==> src/verilog/sspm_pkg.sv <==
// package for the seven-stage pipeline sequencer and operating mode register
// assumes a single core clock and a synchronous active-low reset in the user
package sspm_pkg;

    localparam int OMR_W = 24;
    localparam int PC_W = 24;
    localparam int INSTR_W = 24;

    // byte sections of the operating mode register
    localparam int SCS_LSB = 16;
    localparam int EOM_LSB = 8;
    localparam int BYTE_W = 8;

    // field positions
    localparam int SEN_BIT = 20;
    localparam int CDP_LSB = 8;
    localparam int MODE_PIN_W = 4;

    // value after reset apart from the mode pins (bits 9 and 8 set)
    localparam logic [23:0] OMR_RST = 24'h000300;
    // implemented bits; bit 5 is reserved and reads as zero
    localparam logic [23:0] OMR_IMPL = 24'hffffdf;

    // pipeline stage indices
    localparam int ST_F1 = 0;
    localparam int ST_F2 = 1;
    localparam int ST_DEC = 2;
    localparam int ST_AG1 = 3;
    localparam int ST_AG2 = 4;
    localparam int ST_EX1 = 5;
    localparam int ST_EX2 = 6;
    localparam int N_STAGES = 7;

    // write operations on the mode register
    typedef enum logic [2:0] {
        SSPM_WR_NONE = 3'b000,
        SSPM_WR_MOVE = 3'b001,
        SSPM_WR_AND = 3'b010,
        SSPM_WR_OR = 3'b011,
        SSPM_WR_SCS = 3'b100
    } sspm_wr_t;

endpackage : sspm_pkg

==> src/verilog/sspm_core.sv <==
// seven-stage pipeline sequencer with the operating mode register
// assumes program memory answers one cycle after the fetch address; hazard detect
// signals come from the execution units on the same clock
//
// Operation
// - seven stages each hold their own instruction at once.
// - first fetch stage drives fetch address and increments program counter.
// - second fetch stage reads the instruction word; decode stage follows.
// - address stage one forms data address; stage two updates the pointer.
// - execute one reads operands and store source, multiplies, writes load target.
// - execute two rereads adder operands, adds, writes adder and multiplier results.
// - interlocks resolve hazards automatically, costing only extra cycles.
// - mode register is 24 bits in three byte sections.
// - stack byte written implicitly by loop, call, return or by register move.
// - mode bytes change only on reset or explicit and, or, move writes.
// - during reset the four chip mode bits load from the mode pins.
// - reset value: bits 9 and 8 one, bits 3..0 pins, rest zero.
// - reserved bits, bit 5 among them, always read zero.
// - bit 20 enables the stack extension and resets cleared.
`timescale 1ns/100ps
`default_nettype none

module sspm_core #(
    parameter int PC_W = sspm_pkg::PC_W,
    parameter int INSTR_W = sspm_pkg::INSTR_W,
    parameter logic [23:0] PC_RESET = 24'h000000
) (
    // clock and reset
    input wire logic i_clk,
    input wire logic i_rst_n,
    // mode select pins
    input wire logic [3:0] i_mode_select_pin,
    // program memory
    input wire logic [INSTR_W-1:0] i_pmem_data,
    output logic [PC_W-1:0] o_pmem_addr,
    output logic o_pmem_rd,
    // hazards per stage from the execution unit interlocks
    input wire logic [6:0] i_hazard,
    // mode register access
    input wire sspm_pkg::sspm_wr_t i_omr_wr_op,
    input wire logic [23:0] i_omr_wr_data,
    input wire logic [7:0] i_scs_wr_data,
    output logic [23:0] o_operating_mode_register,
    output logic o_stack_extension_enable,
    // pipeline view
    output logic [6:0] o_stage_valid,
    output logic [6:0] o_stage_advance,
    output logic [INSTR_W-1:0] o_dec_instr,
    output logic [PC_W-1:0] o_program_counter,
    output logic o_stall
);

    localparam int NS = sspm_pkg::N_STAGES;
    localparam int LAST = NS - 1;
    localparam int PIN_W = sspm_pkg::MODE_PIN_W;
    localparam int OMR_W = sspm_pkg::OMR_W;
    localparam int BW = sspm_pkg::BYTE_W;

    // short stage names; index 0 is the first fetch stage and
    // the highest index is the last execute stage
    localparam int S_F1 = sspm_pkg::ST_F1;
    localparam int S_F2 = sspm_pkg::ST_F2;
    localparam int S_DEC = sspm_pkg::ST_DEC;
    localparam int S_AG1 = sspm_pkg::ST_AG1;
    localparam int S_AG2 = sspm_pkg::ST_AG2;
    localparam int S_EX1 = sspm_pkg::ST_EX1;
    localparam int S_EX2 = sspm_pkg::ST_EX2;

    // the whole state of the block is one record, registered once per clock
    typedef struct packed {
        // mode pin synchroniser and the last level on which two flops agreed
        logic [PIN_W-1:0] pin_s1;
        logic [PIN_W-1:0] pin_s2;
        logic [PIN_W-1:0] pin_s3;
        logic [PIN_W-1:0] pin_q;
        // operating mode register
        logic [OMR_W-1:0] operating_mode_register;
        // fetch side
        logic [PC_W-1:0] pc;
        logic [PC_W-1:0] fetch_addr;
        logic fetch_rd;
        // stage occupancy and contents
        logic [NS-1:0] valid;
        logic [NS-1:0] advance;
        logic [NS-1:0][INSTR_W-1:0] instr;
        logic stall;
    } sspm_state_t;

    // present state and the value it takes at the next edge
    sspm_state_t st_r;
    sspm_state_t st_nxt;

    // a stage holds if its own hazard or any later stage holds; a bubble's own hazard is ignored,
    // so an empty stage cannot block the instructions behind it
    function automatic logic [NS-1:0] hold_mask(input logic [NS-1:0] haz,
                                                 input logic [NS-1:0] vld);
        logic [NS-1:0] h;
        h = '0;
        h[LAST] = haz[LAST] & vld[LAST];
        for (int k = LAST - 1; k >= 0; k--)
        begin
            h[k] = (haz[k] & vld[k]) | h[k+1];
        end
        return h;
    endfunction : hold_mask

    // stage k receives an instruction when stage k-1 has one and is free
    // to pass it on; otherwise it receives a bubble
    function automatic logic feeds(input logic [NS-1:0] vld,
                                   input logic [NS-1:0] h,
                                   input int k);
        return vld[k-1] & ~h[k-1];
    endfunction : feeds

    // a new pin level counts only once the second and third flops agree,
    // so a pin caught mid-transition never reaches the mode bits
    function automatic logic [PIN_W-1:0] pin_agreed(input sspm_state_t s);
        logic [PIN_W-1:0] q;
        q = s.pin_q;
        if (s.pin_s2 == s.pin_s3)
        begin
            q = s.pin_s3;
        end
        return q;
    endfunction : pin_agreed

    // reset value of the mode register: fixed bits plus the agreed pins;
    // the pins are only looked at while reset is held
    function automatic logic [OMR_W-1:0] omr_reset(input logic [PIN_W-1:0] pins);
        logic [OMR_W-1:0] r;
        r = sspm_pkg::OMR_RST;
        r[PIN_W-1:0] = pins;
        return r;
    endfunction : omr_reset

    // one write on the mode register; reserved bits are cleared by the caller
    // so that no write path can ever set them
    function automatic logic [OMR_W-1:0] omr_write(input sspm_pkg::sspm_wr_t op,
                                                   input logic [OMR_W-1:0] cur,
                                                   input logic [OMR_W-1:0] wdat,
                                                   input logic [BW-1:0] sdat);
        logic [OMR_W-1:0] r;
        r = cur;
        unique case (op)
            sspm_pkg::SSPM_WR_NONE: r = cur;
            // explicit writes naming the register reach every byte
            sspm_pkg::SSPM_WR_MOVE: r = wdat;
            sspm_pkg::SSPM_WR_AND: r = cur & wdat;
            sspm_pkg::SSPM_WR_OR: r = cur | wdat;
            // loop, call and return touch only the stack byte
            sspm_pkg::SSPM_WR_SCS:
            begin
                r = cur;
                r[sspm_pkg::SCS_LSB +: BW] = sdat;
            end
            // unused codes leave the register alone
            default: r = cur;
        endcase
        return r;
    endfunction : omr_write

    // stages held at this edge
    logic [NS-1:0] hold;
    // enter[k]: stage k receives an instruction at this edge
    logic [NS-1:0] enter;

    always_comb
    begin
        st_nxt = st_r;
        hold = hold_mask(i_hazard, st_r.valid);

        // three-flop pin synchroniser; the first flop feeds only the second
        st_nxt.pin_s1 = i_mode_select_pin;
        st_nxt.pin_s2 = st_r.pin_s1;
        st_nxt.pin_s3 = st_r.pin_s2;
        st_nxt.pin_q = pin_agreed(st_r);

        // stage k moves on this edge when it is free and something arrives
        // from stage k-1; the first fetch stage moves whenever it is free
        enter = '0;
        for (int k = 1; k < NS; k++)
        begin
            enter[k] = feeds(st_r.valid, hold, k) & ~hold[k];
        end
        enter[S_F1] = ~hold[S_F1];

        // second execute stage: adder operands reread, add, and both
        // results written back; the units act on the word held here;
        // a held stage keeps its record through st_nxt = st_r
        if (!hold[S_EX2])
        begin
            st_nxt.valid[S_EX2] = feeds(st_r.valid, hold, S_EX2);
            st_nxt.instr[S_EX2] = st_r.instr[S_EX1];
        end

        // first execute stage: operand and store source reads, multiply,
        // load write-back; the units act on the word held here
        // and see it for exactly one cycle unless held
        if (!hold[S_EX1])
        begin
            st_nxt.valid[S_EX1] = feeds(st_r.valid, hold, S_EX1);
            st_nxt.instr[S_EX1] = st_r.instr[S_AG2];
        end

        // second address stage: pointer update on the word held here;
        // a hazard here freezes it and everything before it
        // while the execute stages drain
        if (!hold[S_AG2])
        begin
            st_nxt.valid[S_AG2] = feeds(st_r.valid, hold, S_AG2);
            st_nxt.instr[S_AG2] = st_r.instr[S_AG1];
        end

        // first address stage: data address for loads and stores
        // is formed from the word held here
        // by the address unit
        if (!hold[S_AG1])
        begin
            st_nxt.valid[S_AG1] = feeds(st_r.valid, hold, S_AG1);
            st_nxt.instr[S_AG1] = st_r.instr[S_DEC];
        end

        // decode stage takes the word captured by the second fetch stage;
        // its content is shown on the decode output
        // one cycle after capture
        if (!hold[S_DEC])
        begin
            st_nxt.valid[S_DEC] = feeds(st_r.valid, hold, S_DEC);
            st_nxt.instr[S_DEC] = st_r.instr[S_F2];
        end

        // second fetch stage captures the word on the program memory bus;
        // the fetch address stays put while this stage is held, so the
        // pending word is still on the bus when it moves again
        if (!hold[S_F2])
        begin
            st_nxt.valid[S_F2] = feeds(st_r.valid, hold, S_F2);
            st_nxt.instr[S_F2] = i_pmem_data;
        end

        // first fetch stage: issue the next address and step the counter
        st_nxt.valid[S_F1] = 1'b1;
        st_nxt.fetch_rd = ~hold[S_F1];
        if (!hold[S_F1])
        begin
            st_nxt.fetch_addr = st_r.pc;
            st_nxt.pc = st_r.pc + PC_W'(1);
            st_nxt.instr[S_F1] = '0;
        end

        // without a hazard the first fetch stage and every stage with a valid predecessor move each clock
        st_nxt.advance = enter;
        st_nxt.stall = |hold;

        // mode register: operating bytes change only through explicit writes
        st_nxt.operating_mode_register = omr_write(i_omr_wr_op,
                               st_r.operating_mode_register,
                               i_omr_wr_data,
                               i_scs_wr_data) & sspm_pkg::OMR_IMPL;

        // synchronous reset; the pin synchroniser keeps running through it so
        // the mode bits are settled by the time reset is released
        if (!i_rst_n)
        begin
            st_nxt = '0;
            st_nxt.pc = PC_RESET[PC_W-1:0];
            st_nxt.operating_mode_register = omr_reset(st_r.pin_q) & sspm_pkg::OMR_IMPL;
            st_nxt.pin_s1 = i_mode_select_pin;
            st_nxt.pin_s2 = st_r.pin_s1;
            st_nxt.pin_s3 = st_r.pin_s2;
            st_nxt.pin_q = pin_agreed(st_r);
        end
    end

    // the single register of the block
    always_ff @(posedge i_clk)
    begin
        st_r <= st_nxt;
    end

    // every output comes straight from a flop of the state record
    // program memory side
    assign o_pmem_addr = st_r.fetch_addr;
    assign o_pmem_rd = st_r.fetch_rd;
    assign o_program_counter = st_r.pc;

    // mode register and the field that leaves the block on its own
    assign o_operating_mode_register = st_r.operating_mode_register;
    assign o_stack_extension_enable = st_r.operating_mode_register[sspm_pkg::SEN_BIT];

    // pipeline view; seven records move side by side
    assign o_stage_valid = st_r.valid;
    assign o_stage_advance = st_r.advance;
    assign o_dec_instr = st_r.instr[S_DEC];
    assign o_stall = st_r.stall;

endmodule : sspm_core

`default_nettype wire

==> config.mk <==
export PLATFORM = sky130hd
export DESIGN_NAME = sspm_core
export DESIGN_NICKNAME = d
export VERILOG_FILES = /design/src/verilog/sspm_pkg.sv /design/src/verilog/sspm_core.sv
export SDC_FILE = /design/constraint.sdc
export NUM_CORES = 1
export LEC_CHECK = 0
export BUFFER_PORTS_ARGS = -buffer_cell sky130_fd_sc_hd__buf_2
export CORE_UTILIZATION = 45
export DETAILED_ROUTE_END_ITERATION = 7
export GPL_ROUTABILITY_DRIVEN = 0
export PLACE_DENSITY = 0.8
export SYNTH_ARGS = -nofsm -noshare
export SYNTH_HDL_FRONTEND = slang
export SYNTH_SLANG_ARGS = --single-unit
==> constraint.sdc <==
create_clock -name i_clk -period 2.8 [get_ports i_clk]
set_clock_uncertainty 0.2 [all_clocks]
set_input_delay 0.56 -clock i_clk [delete_from_list [all_inputs] [get_ports i_clk]]
set_output_delay 0.56 -clock i_clk [all_outputs]
set_load 0.05 [all_outputs]
**Word-level counts from Yosys, hierarchy flattened**

Index checks and enable logic that the tools add are counted.
Widths: inputs -> output; s select.

- $lt $le $gt $ge: 0
- Reductions and logical operators: 5
- $add $sub $neg: 1
- Eq/ne operators: 7
- Bitwise operators: 35
- Mux-type cells: 16
- Div/mod/pow operators: 0
- Multipliers: 0
- Shift-type cells: 0

Operator list:

| operator | number |
|---|---|
| $mux 236 | 1 |
| $mux 24 | 6 |
| $pmux 24 s4 | 1 |
| $mux 48 | 1 |
| $add 24x1->24 const B | 1 |
| $and 24x24->24 | 1 |
| $or 24x24->24 | 1 |
| $and 1x1->1 | 19 |
| $not 1->1 | 8 |
| $reduce_or 7->1 | 1 |
| $eq 3x2->1 const B | 2 |
| $mux 1 | 6 |
| $or 1x1->1 | 6 |
| $eq 4x4->1 | 1 |
| $mux 4 | 1 |
| $ne 4x1->1 const B | 1 |
| $reduce_and 2->1 | 2 |
| $reduce_bool 4->1 | 1 |
| $eq 3x1->1 const B | 1 |
| $eq 3x3->1 const B | 1 |
| $reduce_bool 3->1 | 1 |
| $ne 2x2->1 const B | 1 |

- Bits in read-only memories: 0
- Memories: 0
- Output and inout port bits: 113
- Memory bits (writable): 0
- Bits in latches: 0
- Bits in registers: 248
- Bits of input ports: 72

**Logic depth before layout (Yosys ltp)**

Gate-level depths: netlist (run 1).

- Word-level depth: 11
- Depth in mapped cells: 7

**Worst setup path before layout (run 1)**

No wires, ideal clock.

- Path type: input to register
- Start: input i_hazard[6]
- End: register st_r, in the netlist o_program_counter[13]
- Data required time: 2485 ps
- Stages on the path: 6
- Buffers on the path: 1
- Arrival: 2144 ps
- Setup time: 115 ps
- Path slack: 341 ps
- Path through: a222oi_1 > nand3_2 > buf_2 > nor4_2 > xor2_1 > and2_1

- Cells in the longest elaborated chain, start to end: 7

RTL lines:

| what | RTL line | RTL |
|---|---|---|
| start, declared | sspm_core.sv:38 | `input wire logic [6:0] i_hazard,` |
| $and 1x1->1 | sspm_core.sv:99 | `h[LAST] = haz[LAST] & vld[LAST];` |
| $or 1x1->1 (6 in series) | sspm_core.sv:102 | `h[k] = (haz[k] & vld[k]) \| h[k+1];` |
| end signal, assigned | sspm_core.sv:278 | `st_r <= st_nxt;` |
| end, declared | sspm_core.sv:90 | `sspm_state_t st_r;` |

No other way between the ends.
A chain may end at the register's enable or synchronous reset.

**Worst setup path after layout (run 1)**

- Start: register st_r, in the netlist o_stage_valid[6]
- End: register st_r, in the netlist o_program_counter[7]

- Cells in the longest elaborated chain, start to end: 7

RTL lines:

| what | RTL line |
|---|---|
| $and 1x1->1 | sspm_core.sv:99 |
| $or 1x1->1 (6 in series) | sspm_core.sv:102 |

No other way between the ends.

==> results of run 1 <==
==> cell usage in the layout, fill, tap and decap left out, types with 9 or more instances in the layout <==
cell and count:
buf_2 181, nand2_1 197, dfxtp_1 142, clkbuf_16 17, and3_1 11, inv_1 17, a21boi_0 80, xor2_1 16
xnor2_1 9, buf_4 15, and2_1 27, nor3_1 9, nor2b_1 13, o21ai_0 37
==> worst max-delay path by stage <==
stage,from,to,slack [ns],depth (start not counted)
3_3_place_gp,i_hazard[6],o_program_counter[3],0.30,8
3_5_place_dp,i_hazard[6],o_program_counter[3],0.24,8
2_1_floorplan,i_hazard[6],o_program_counter[13],0.34,6
4_1_cts,o_stage_valid[6],o_program_counter[3],0.60,7
6_report,o_stage_valid[6],o_program_counter[7],0.60,7
5_1_grt,o_stage_valid[6],o_program_counter[18],0.40,7
==> cell type report <==
type                    instances  share of cell area
multi-input cells             473               0.350
inverters                      17             0.00827
repair buffers                198               0.137
clock inverters                14              0.0198
flip-flops and latches        150               0.400
clock buffers                  18              0.0556
well taps                     184              0.0298
==> stage by stage <==
stage / std cells / util / power [W]
after floorplan: 792 / - / 0.00279
after global placement: 1022 / 0.485 / 0.00287
after detailed placement: 1022 / 0.485 / 0.00288
after CTS: 1054 / 0.525 / 0.00513
after global routing: 1054 / 0.525 / 0.00527
final: 1054 / 0.525 / 0.00507
==> flip-flops by register name (all words and copies together), names as in the netlist <==
signal                     cells
st_r                          40
o_dec_instr                   24
o_pmem_addr                   24
o_program_counter             24
o_operating_mode_register     23
o_stage_advance                7
o_stage_valid                  7
o_stall                        1
==> layer usage <==
metal  vias up  wire [um]
li1       2619          -
met1      2404       6240
met2       144       6500
met3        31       1010
met4         0        365
met5         -          0
==> report_power, final <==
part / internal, W / leakage [nW] / switching, W
Sequential: 0.00224 / 1.24 / 0.0000483
Clock: 0.00132 / 0.279 / 0.000917
Combinational: 0.000175 / 2.00 / 0.000373
==> worst register-to-register path, cell delays in order, from the launching register on <==
cell	delay, ns
dfxtp_1	0.33
a222oi_1	0.32
buf_4	0.21
nand3_2	0.24
buf_4	0.28
nor2_1	0.25
a21oi_1	0.10
nand2b_1	0.15
==> cell families (layout without fill, tap and decap cells) <==
| kind of cell | after synthesis | after routing | synth area share |
|---|---|---|---|
| AO/OA/AOI/OAI | 141 | 141 | 0.143 |
| XOR/XNOR | 25 | 25 | 0.0320 |
| adder cells (fa/ha/maj) | 5 | 5 | 0.00767 |
| buffers and inverters | 169 | 247 | 0.157 |
| flip-flops | 150 | 150 | 0.450 |
| multiplexers | 9 | 9 | 0.0144 |
| other | 1 | 1 | 0.000547 |
| AND/OR/NAND/NOR | 292 | 292 | 0.196 |
==> impl_metrics.toml, run 1 <==
[sta]
hold_violations = 0
slew_headroom = 0.440
min_period_over_period = 0.787
period_minus_slack_ns = 2.20
hold_ws_ns = 0.0429
setup_ws_ns = 0.598
tightest_slew_ns = 0.840
setup_viol = 0
rsz0062_at_grt = "no"
tns_ns = 0
max_freq_ghz = 0.454
slew_viol_final = 0

[synth]
syn-num-nets = 865
avgSynthCellArea_sq_um = 8.65
yosys_warnings = 0
ys_seq_area_frac = 0.450
async_reset_ff_frac = 0
synth_edf_count = 8
synth.distinct_cells = 44
synth_area_leaders = "dfxtp_1, buf_4, nand2_1"
synth_common_cells = "nand2_1, dfxtp_1, buf_4, a21boi_0, o21ai_0"
synthMostInstantiatedCell = "nand2_1"
synthesis.area_sq_um = 6850
synthFlopType = "dfxtp_1"
synth_top_area_frac = 0.415
ys_ff_latch = 150
synth_top_area_cell = "dfxtp_1"
syn_inst = 792

[clock_tree]
cts_tree = "built"
numCtsBuffers = 17
cts_buffer_depth = 2
clock-sinks = 150
cts_resized = 0
clkTransAtPathRegs_ns = 0.06
postCtsSetupBuffers = 0
htreeDepth = 4
cts_hold_buf = 0
clock_latency_ns = 0.42
cts_root_buffer = "clkbuf_16"

[worst_setup_path]
path_cells = "a222oi_1, buf_4, nand3_2, buf_4, nor2_1, a21oi_1, nand2b_1"
worstSetupEndpointType = "flop"
worstPathArrival_ns = 2.31
critPathLaunchType = "flop"
timing.rr.start = "o_stage_valid[6]"
r2r_cells = 7
criticalPathCategory = "reg2reg"
cp_max_fo = 11
reg2reg_to = "o_program_counter[7]"
r2r_slack_ns = 0.60
cpLargestDelayFamily = "simple AND/OR/NAND/NOR gates"
path_buf_inv = 2
required_ns = 2.91
max_stage_delay_ns = 0.33
crit_top_cell = "buf_4"
cp_slowest_cell = "dfxtp_1"

[place]
port_buffers = 182
dp_hpwl_um = 9860
placed_area_sq_um = 7130
pre_cts_ws_ns = 0.244

[grt]
grt_pass1_wl_um = 22900
use_met1 = 0.219
grt_busiest_layer = "met2"
met2_usage = 0.288
first_global_vias = 4779
grt_usage = 0.182
use_met3 = 0.0736
grt_overflow_total = 0
antenna_found_initial = 0
grt_start_max_net_pins = 55

[job]
maxCapViolations = 0

[route]
wl_um = 14100
drc = 12
via_per_inst = 4.93
dr.pass1.iters = 7
drtIter0Drc = 299
ant_nets = 0
wl_per_cell_um = 13.4
vias = 5198

[power]
ir_worst_vdd_v = 0.000639
power_density_nw_per_um2 = 657
cellLeakagePower_nw = 3.52

[floorplan]
dieWidth_um = 125
core_sq_um = 14700
dieArea_sq_um = 15700
rows = 44
die_h_um = 125
ioPinCount = 185
initial_core_util = 0.466

[cells_and_area]
final_area_sq_um = 7710
seqCellArea_sq_um = 3080
fin_nets = 930
drive_gt1_frac = 0.279
antenna_cells = 0
fill_cells = 1411
syn_to_final_growth_pct = 12.6
multi_input_area_sq_um = 2700

[hold_path]
min_to = "st_r[271]"
min_path_type = "in2reg"
whs_path_depth = 1
min_from = "i_mode_select_pin[3]"

[outcome]
violations = "design-rule violations"
status = "complete, but fails checks"
Note: power is estimated with default switching activity, not from simulation.
==> run 2, diff against run 1 <==
Settings changed: ABC_AREA from default to 1, PLACE_DENSITY 0.8 to 0.83.
Clock period 2.8 ns to 2.02 ns, I/O delays scaled along.
==> run 2 against run 1 <==
  * Sequential cell count stayed put
  * Critical path depth is 1 higher
  * Final cell count is 2.4% higher
  * Sequential share of layout area is 1.4 points higher
  * Synthesized cell count is 2.4% higher
  * Total power is 42% higher
  * Die area is 5.2% lower
  * Non-clock buffer count is 6 higher
  * Worst setup slack worse by 0.38 ns
  * Sequential power is 40% higher
  * Area after synthesis is 5.3% lower
  * The flow now finishes without violations
  * Largest power group unchanged
  * Maximum frequency is 22% higher
==> impl_metrics.toml, run 2 <==
[outcome]
status = "finished, final reports clean"

[worst_setup_path]
critPathLaunchType = "flop"
reg2reg_to = "o_program_counter[20]"
worstPathArrival_ns = 1.92
r2r_cells = 8
criticalPathCategory = "reg2reg"
required_ns = 2.13
timing.rr.start = "o_program_counter[0]"
cp_max_fo = 5
r2r_slack_ns = 0.21
worstSetupEndpointType = "flop"

[clock_tree]
cts_root_buffer = "clkbuf_16"
clkTransAtPathRegs_ns = 0.06
htreeDepth = 4
postCtsSetupBuffers = 0
clock-sinks = 150
cts_buffer_depth = 2
cts_tree = "built"
numCtsBuffers = 17
clock_latency_ns = 0.42

[floorplan]
dieWidth_um = 122
initial_core_util = 0.464
rows = 43
die_h_um = 122
core_sq_um = 14000
dieArea_sq_um = 14900
ioPinCount = 185

[grt]
grt_pass1_wl_um = 21500
grt_overflow_total = 0
grt_usage = 0.184
antenna_found_initial = 0
grt_start_max_net_pins = 77
first_global_vias = 4702

[cells_and_area]
largest_register_ffs = 40
regMostFlops = "st_r"
antenna_cells = 0
drive_gt1_frac = 0.270
final_common_cell = "buf_2"
postLayoutCoreUtil = 0.532
final_cell_mix = "buf_2, nand2_1, dfxtp_1"
multi_input_area_sq_um = 2190
syn_to_final_growth_pct = 14.7
fin_nets = 959
seqCellArea_sq_um = 3080
stdcell_count = 1079
fill_cells = 1315

[sta]
min_period_over_period = 0.894
max_freq_ghz = 0.554
period_minus_slack_ns = 1.81
hold_violations = 0
tns_ns = 0
setup_viol = 0
slew_viol_final = 0
rsz0062_at_grt = "no"

[route]
via_per_inst = 4.87
drtIter0Drc = 246
ant_nets = 0
drc = 0
dr.pass1.iters = 5
wl_per_cell_um = 12.4
wl_um = 13400
vias = 5250

[synth]
synth_top_area_cell = "dfxtp_1"
synth_area_leaders = "dfxtp_1, buf_4, nand2_1"
synth.distinct_cells = 31
syn-num-nets = 884
ys_ff_latch = 150
async_reset_ff_frac = 0
synthFlopType = "dfxtp_1"
synthesis.area_sq_um = 6490
syn_inst = 811
avgSynthCellArea_sq_um = 8.00
synth_edf_count = 8
synth_common_cells = "nand2_1, dfxtp_1, buf_4, a21oi_1, inv_1"
yosys_warnings = 0
ys_seq_area_frac = 0.475
synthMostInstantiatedCell = "nand2_1"
synth_top_area_frac = 0.438

[power]
power_density_nw_per_um2 = 966
cellLeakagePower_nw = 3.40
ir_worst_vdd_v = 0.00102

[hold_path]
min_from = "i_omr_wr_data[9]"
min_path_type = "in2reg"
min_to = "o_operating_mode_register[9]"
whs_path_depth = 3

[place]
port_buffers = 182
dp_hpwl_um = 9010
dp.cells = 1043

[job]
maxCapViolations = 0
## run 2: changes by cell type in the layout (fill, tap and decap cells not counted), moves of 13 or more
cell and change:
o211ai_1 +19, a21oi_1 +104, nand3_1 +17, a21boi_0 -80, nor2_1 +49, nand2_1 -36
o21ai_0 +14, nor2b_1 -13, and2_1 -27, inv_1 +36
## run 2: cell families (layout without fill, tap and decap cells)
kind of cell,Yosys count,after routing,share of synthesized area
adder cells (fa/ha/maj),1,1,0.00193
AO/OA/AOI/OAI,193,193,0.162
buffers and inverters,204,292,0.190
flip-flops,150,150,0.475
XOR/XNOR,8,8,0.0108
other,1,1,0.000578
AND/OR/NAND/NOR,254,254,0.160
## run 2: final cells by class
type,instances,share of cell area
clock buffer,17,0.0571
clock inverter,15,0.0203
inverter,56,0.0282
multi-input combinational,457,0.294
sequential,150,0.414
tap,180,0.0302
timing repair buffer,204,0.156
## run 2: repair_timing
action	4_1_cts	5_1_grt
endpoints found under the setup margin	0	1
hold buffers	4	0
resized for setup	0	2
hold endpoints to repair	4	0
## run 2: per-stage QoR
| stage | worst slack [ns] | cell area (sq um) | hold WS (ns) | power, W |
|---|---|---|---|---|
| 3_3_place_gp | 0.128 | 6820 | 0.111 | 0.00416 |
| 5_1_grt | 0.00112 | 7450 | 0.0445 | 0.00751 |
| 3_5_place_dp | 0.0333 | 6820 | 0.114 | 0.00418 |
| 4_1_cts | 0.177 | 7440 | 0.0177 | 0.00728 |
| 2_1_floorplan | 0.340 | 6490 | 0.110 | 0.00404 |
| 6_report | 0.215 | 7450 | 0.0374 | 0.00720 |
## run 2: worst max-delay path: stages (launching register included)
cell and delay (ns):
dfxtp_1 0.40, ha_1 0.22, nand2_1 0.08, nor2_1 0.16
nand3_1 0.23, nor3_2 0.20, nand3_1 0.10, nand2_1 0.08
nor2_1 0.04
## run 2: worst max-delay path by stage
stage | cells past startpoint | slack (ns) | endpoint | from
after floorplan | 10 | 0.34 | o_program_counter[17] | i_hazard[6]
after global routing | 8 | 0.001 | o_program_counter[18] | o_program_counter[1]
final | 8 | 0.21 | o_program_counter[20] | o_program_counter[0]
after CTS | 8 | 0.18 | o_program_counter[18] | o_program_counter[1]
after detailed placement | 9 | 0.03 | o_operating_mode_register[7] | i_omr_wr_op[0]
after global placement | 9 | 0.13 | o_operating_mode_register[15] | i_omr_wr_op[0]
## run 2: where the power goes
| part | leakage, nW | switching (W) | internal [W] |
|---|---|---|---|
| logic | 1.87 | 0.000671 | 0.000254 |
| clock network | 0.285 | 0.00125 | 0.00182 |
| registers | 1.24 | 0.0000687 | 0.00313 |
## run 2: routing by layer
metal	wire length [um]	track usage
met5	0	0
met4	263	0.0694
met3	873	0.0688
met2	6660	0.317
met1	5580	0.205
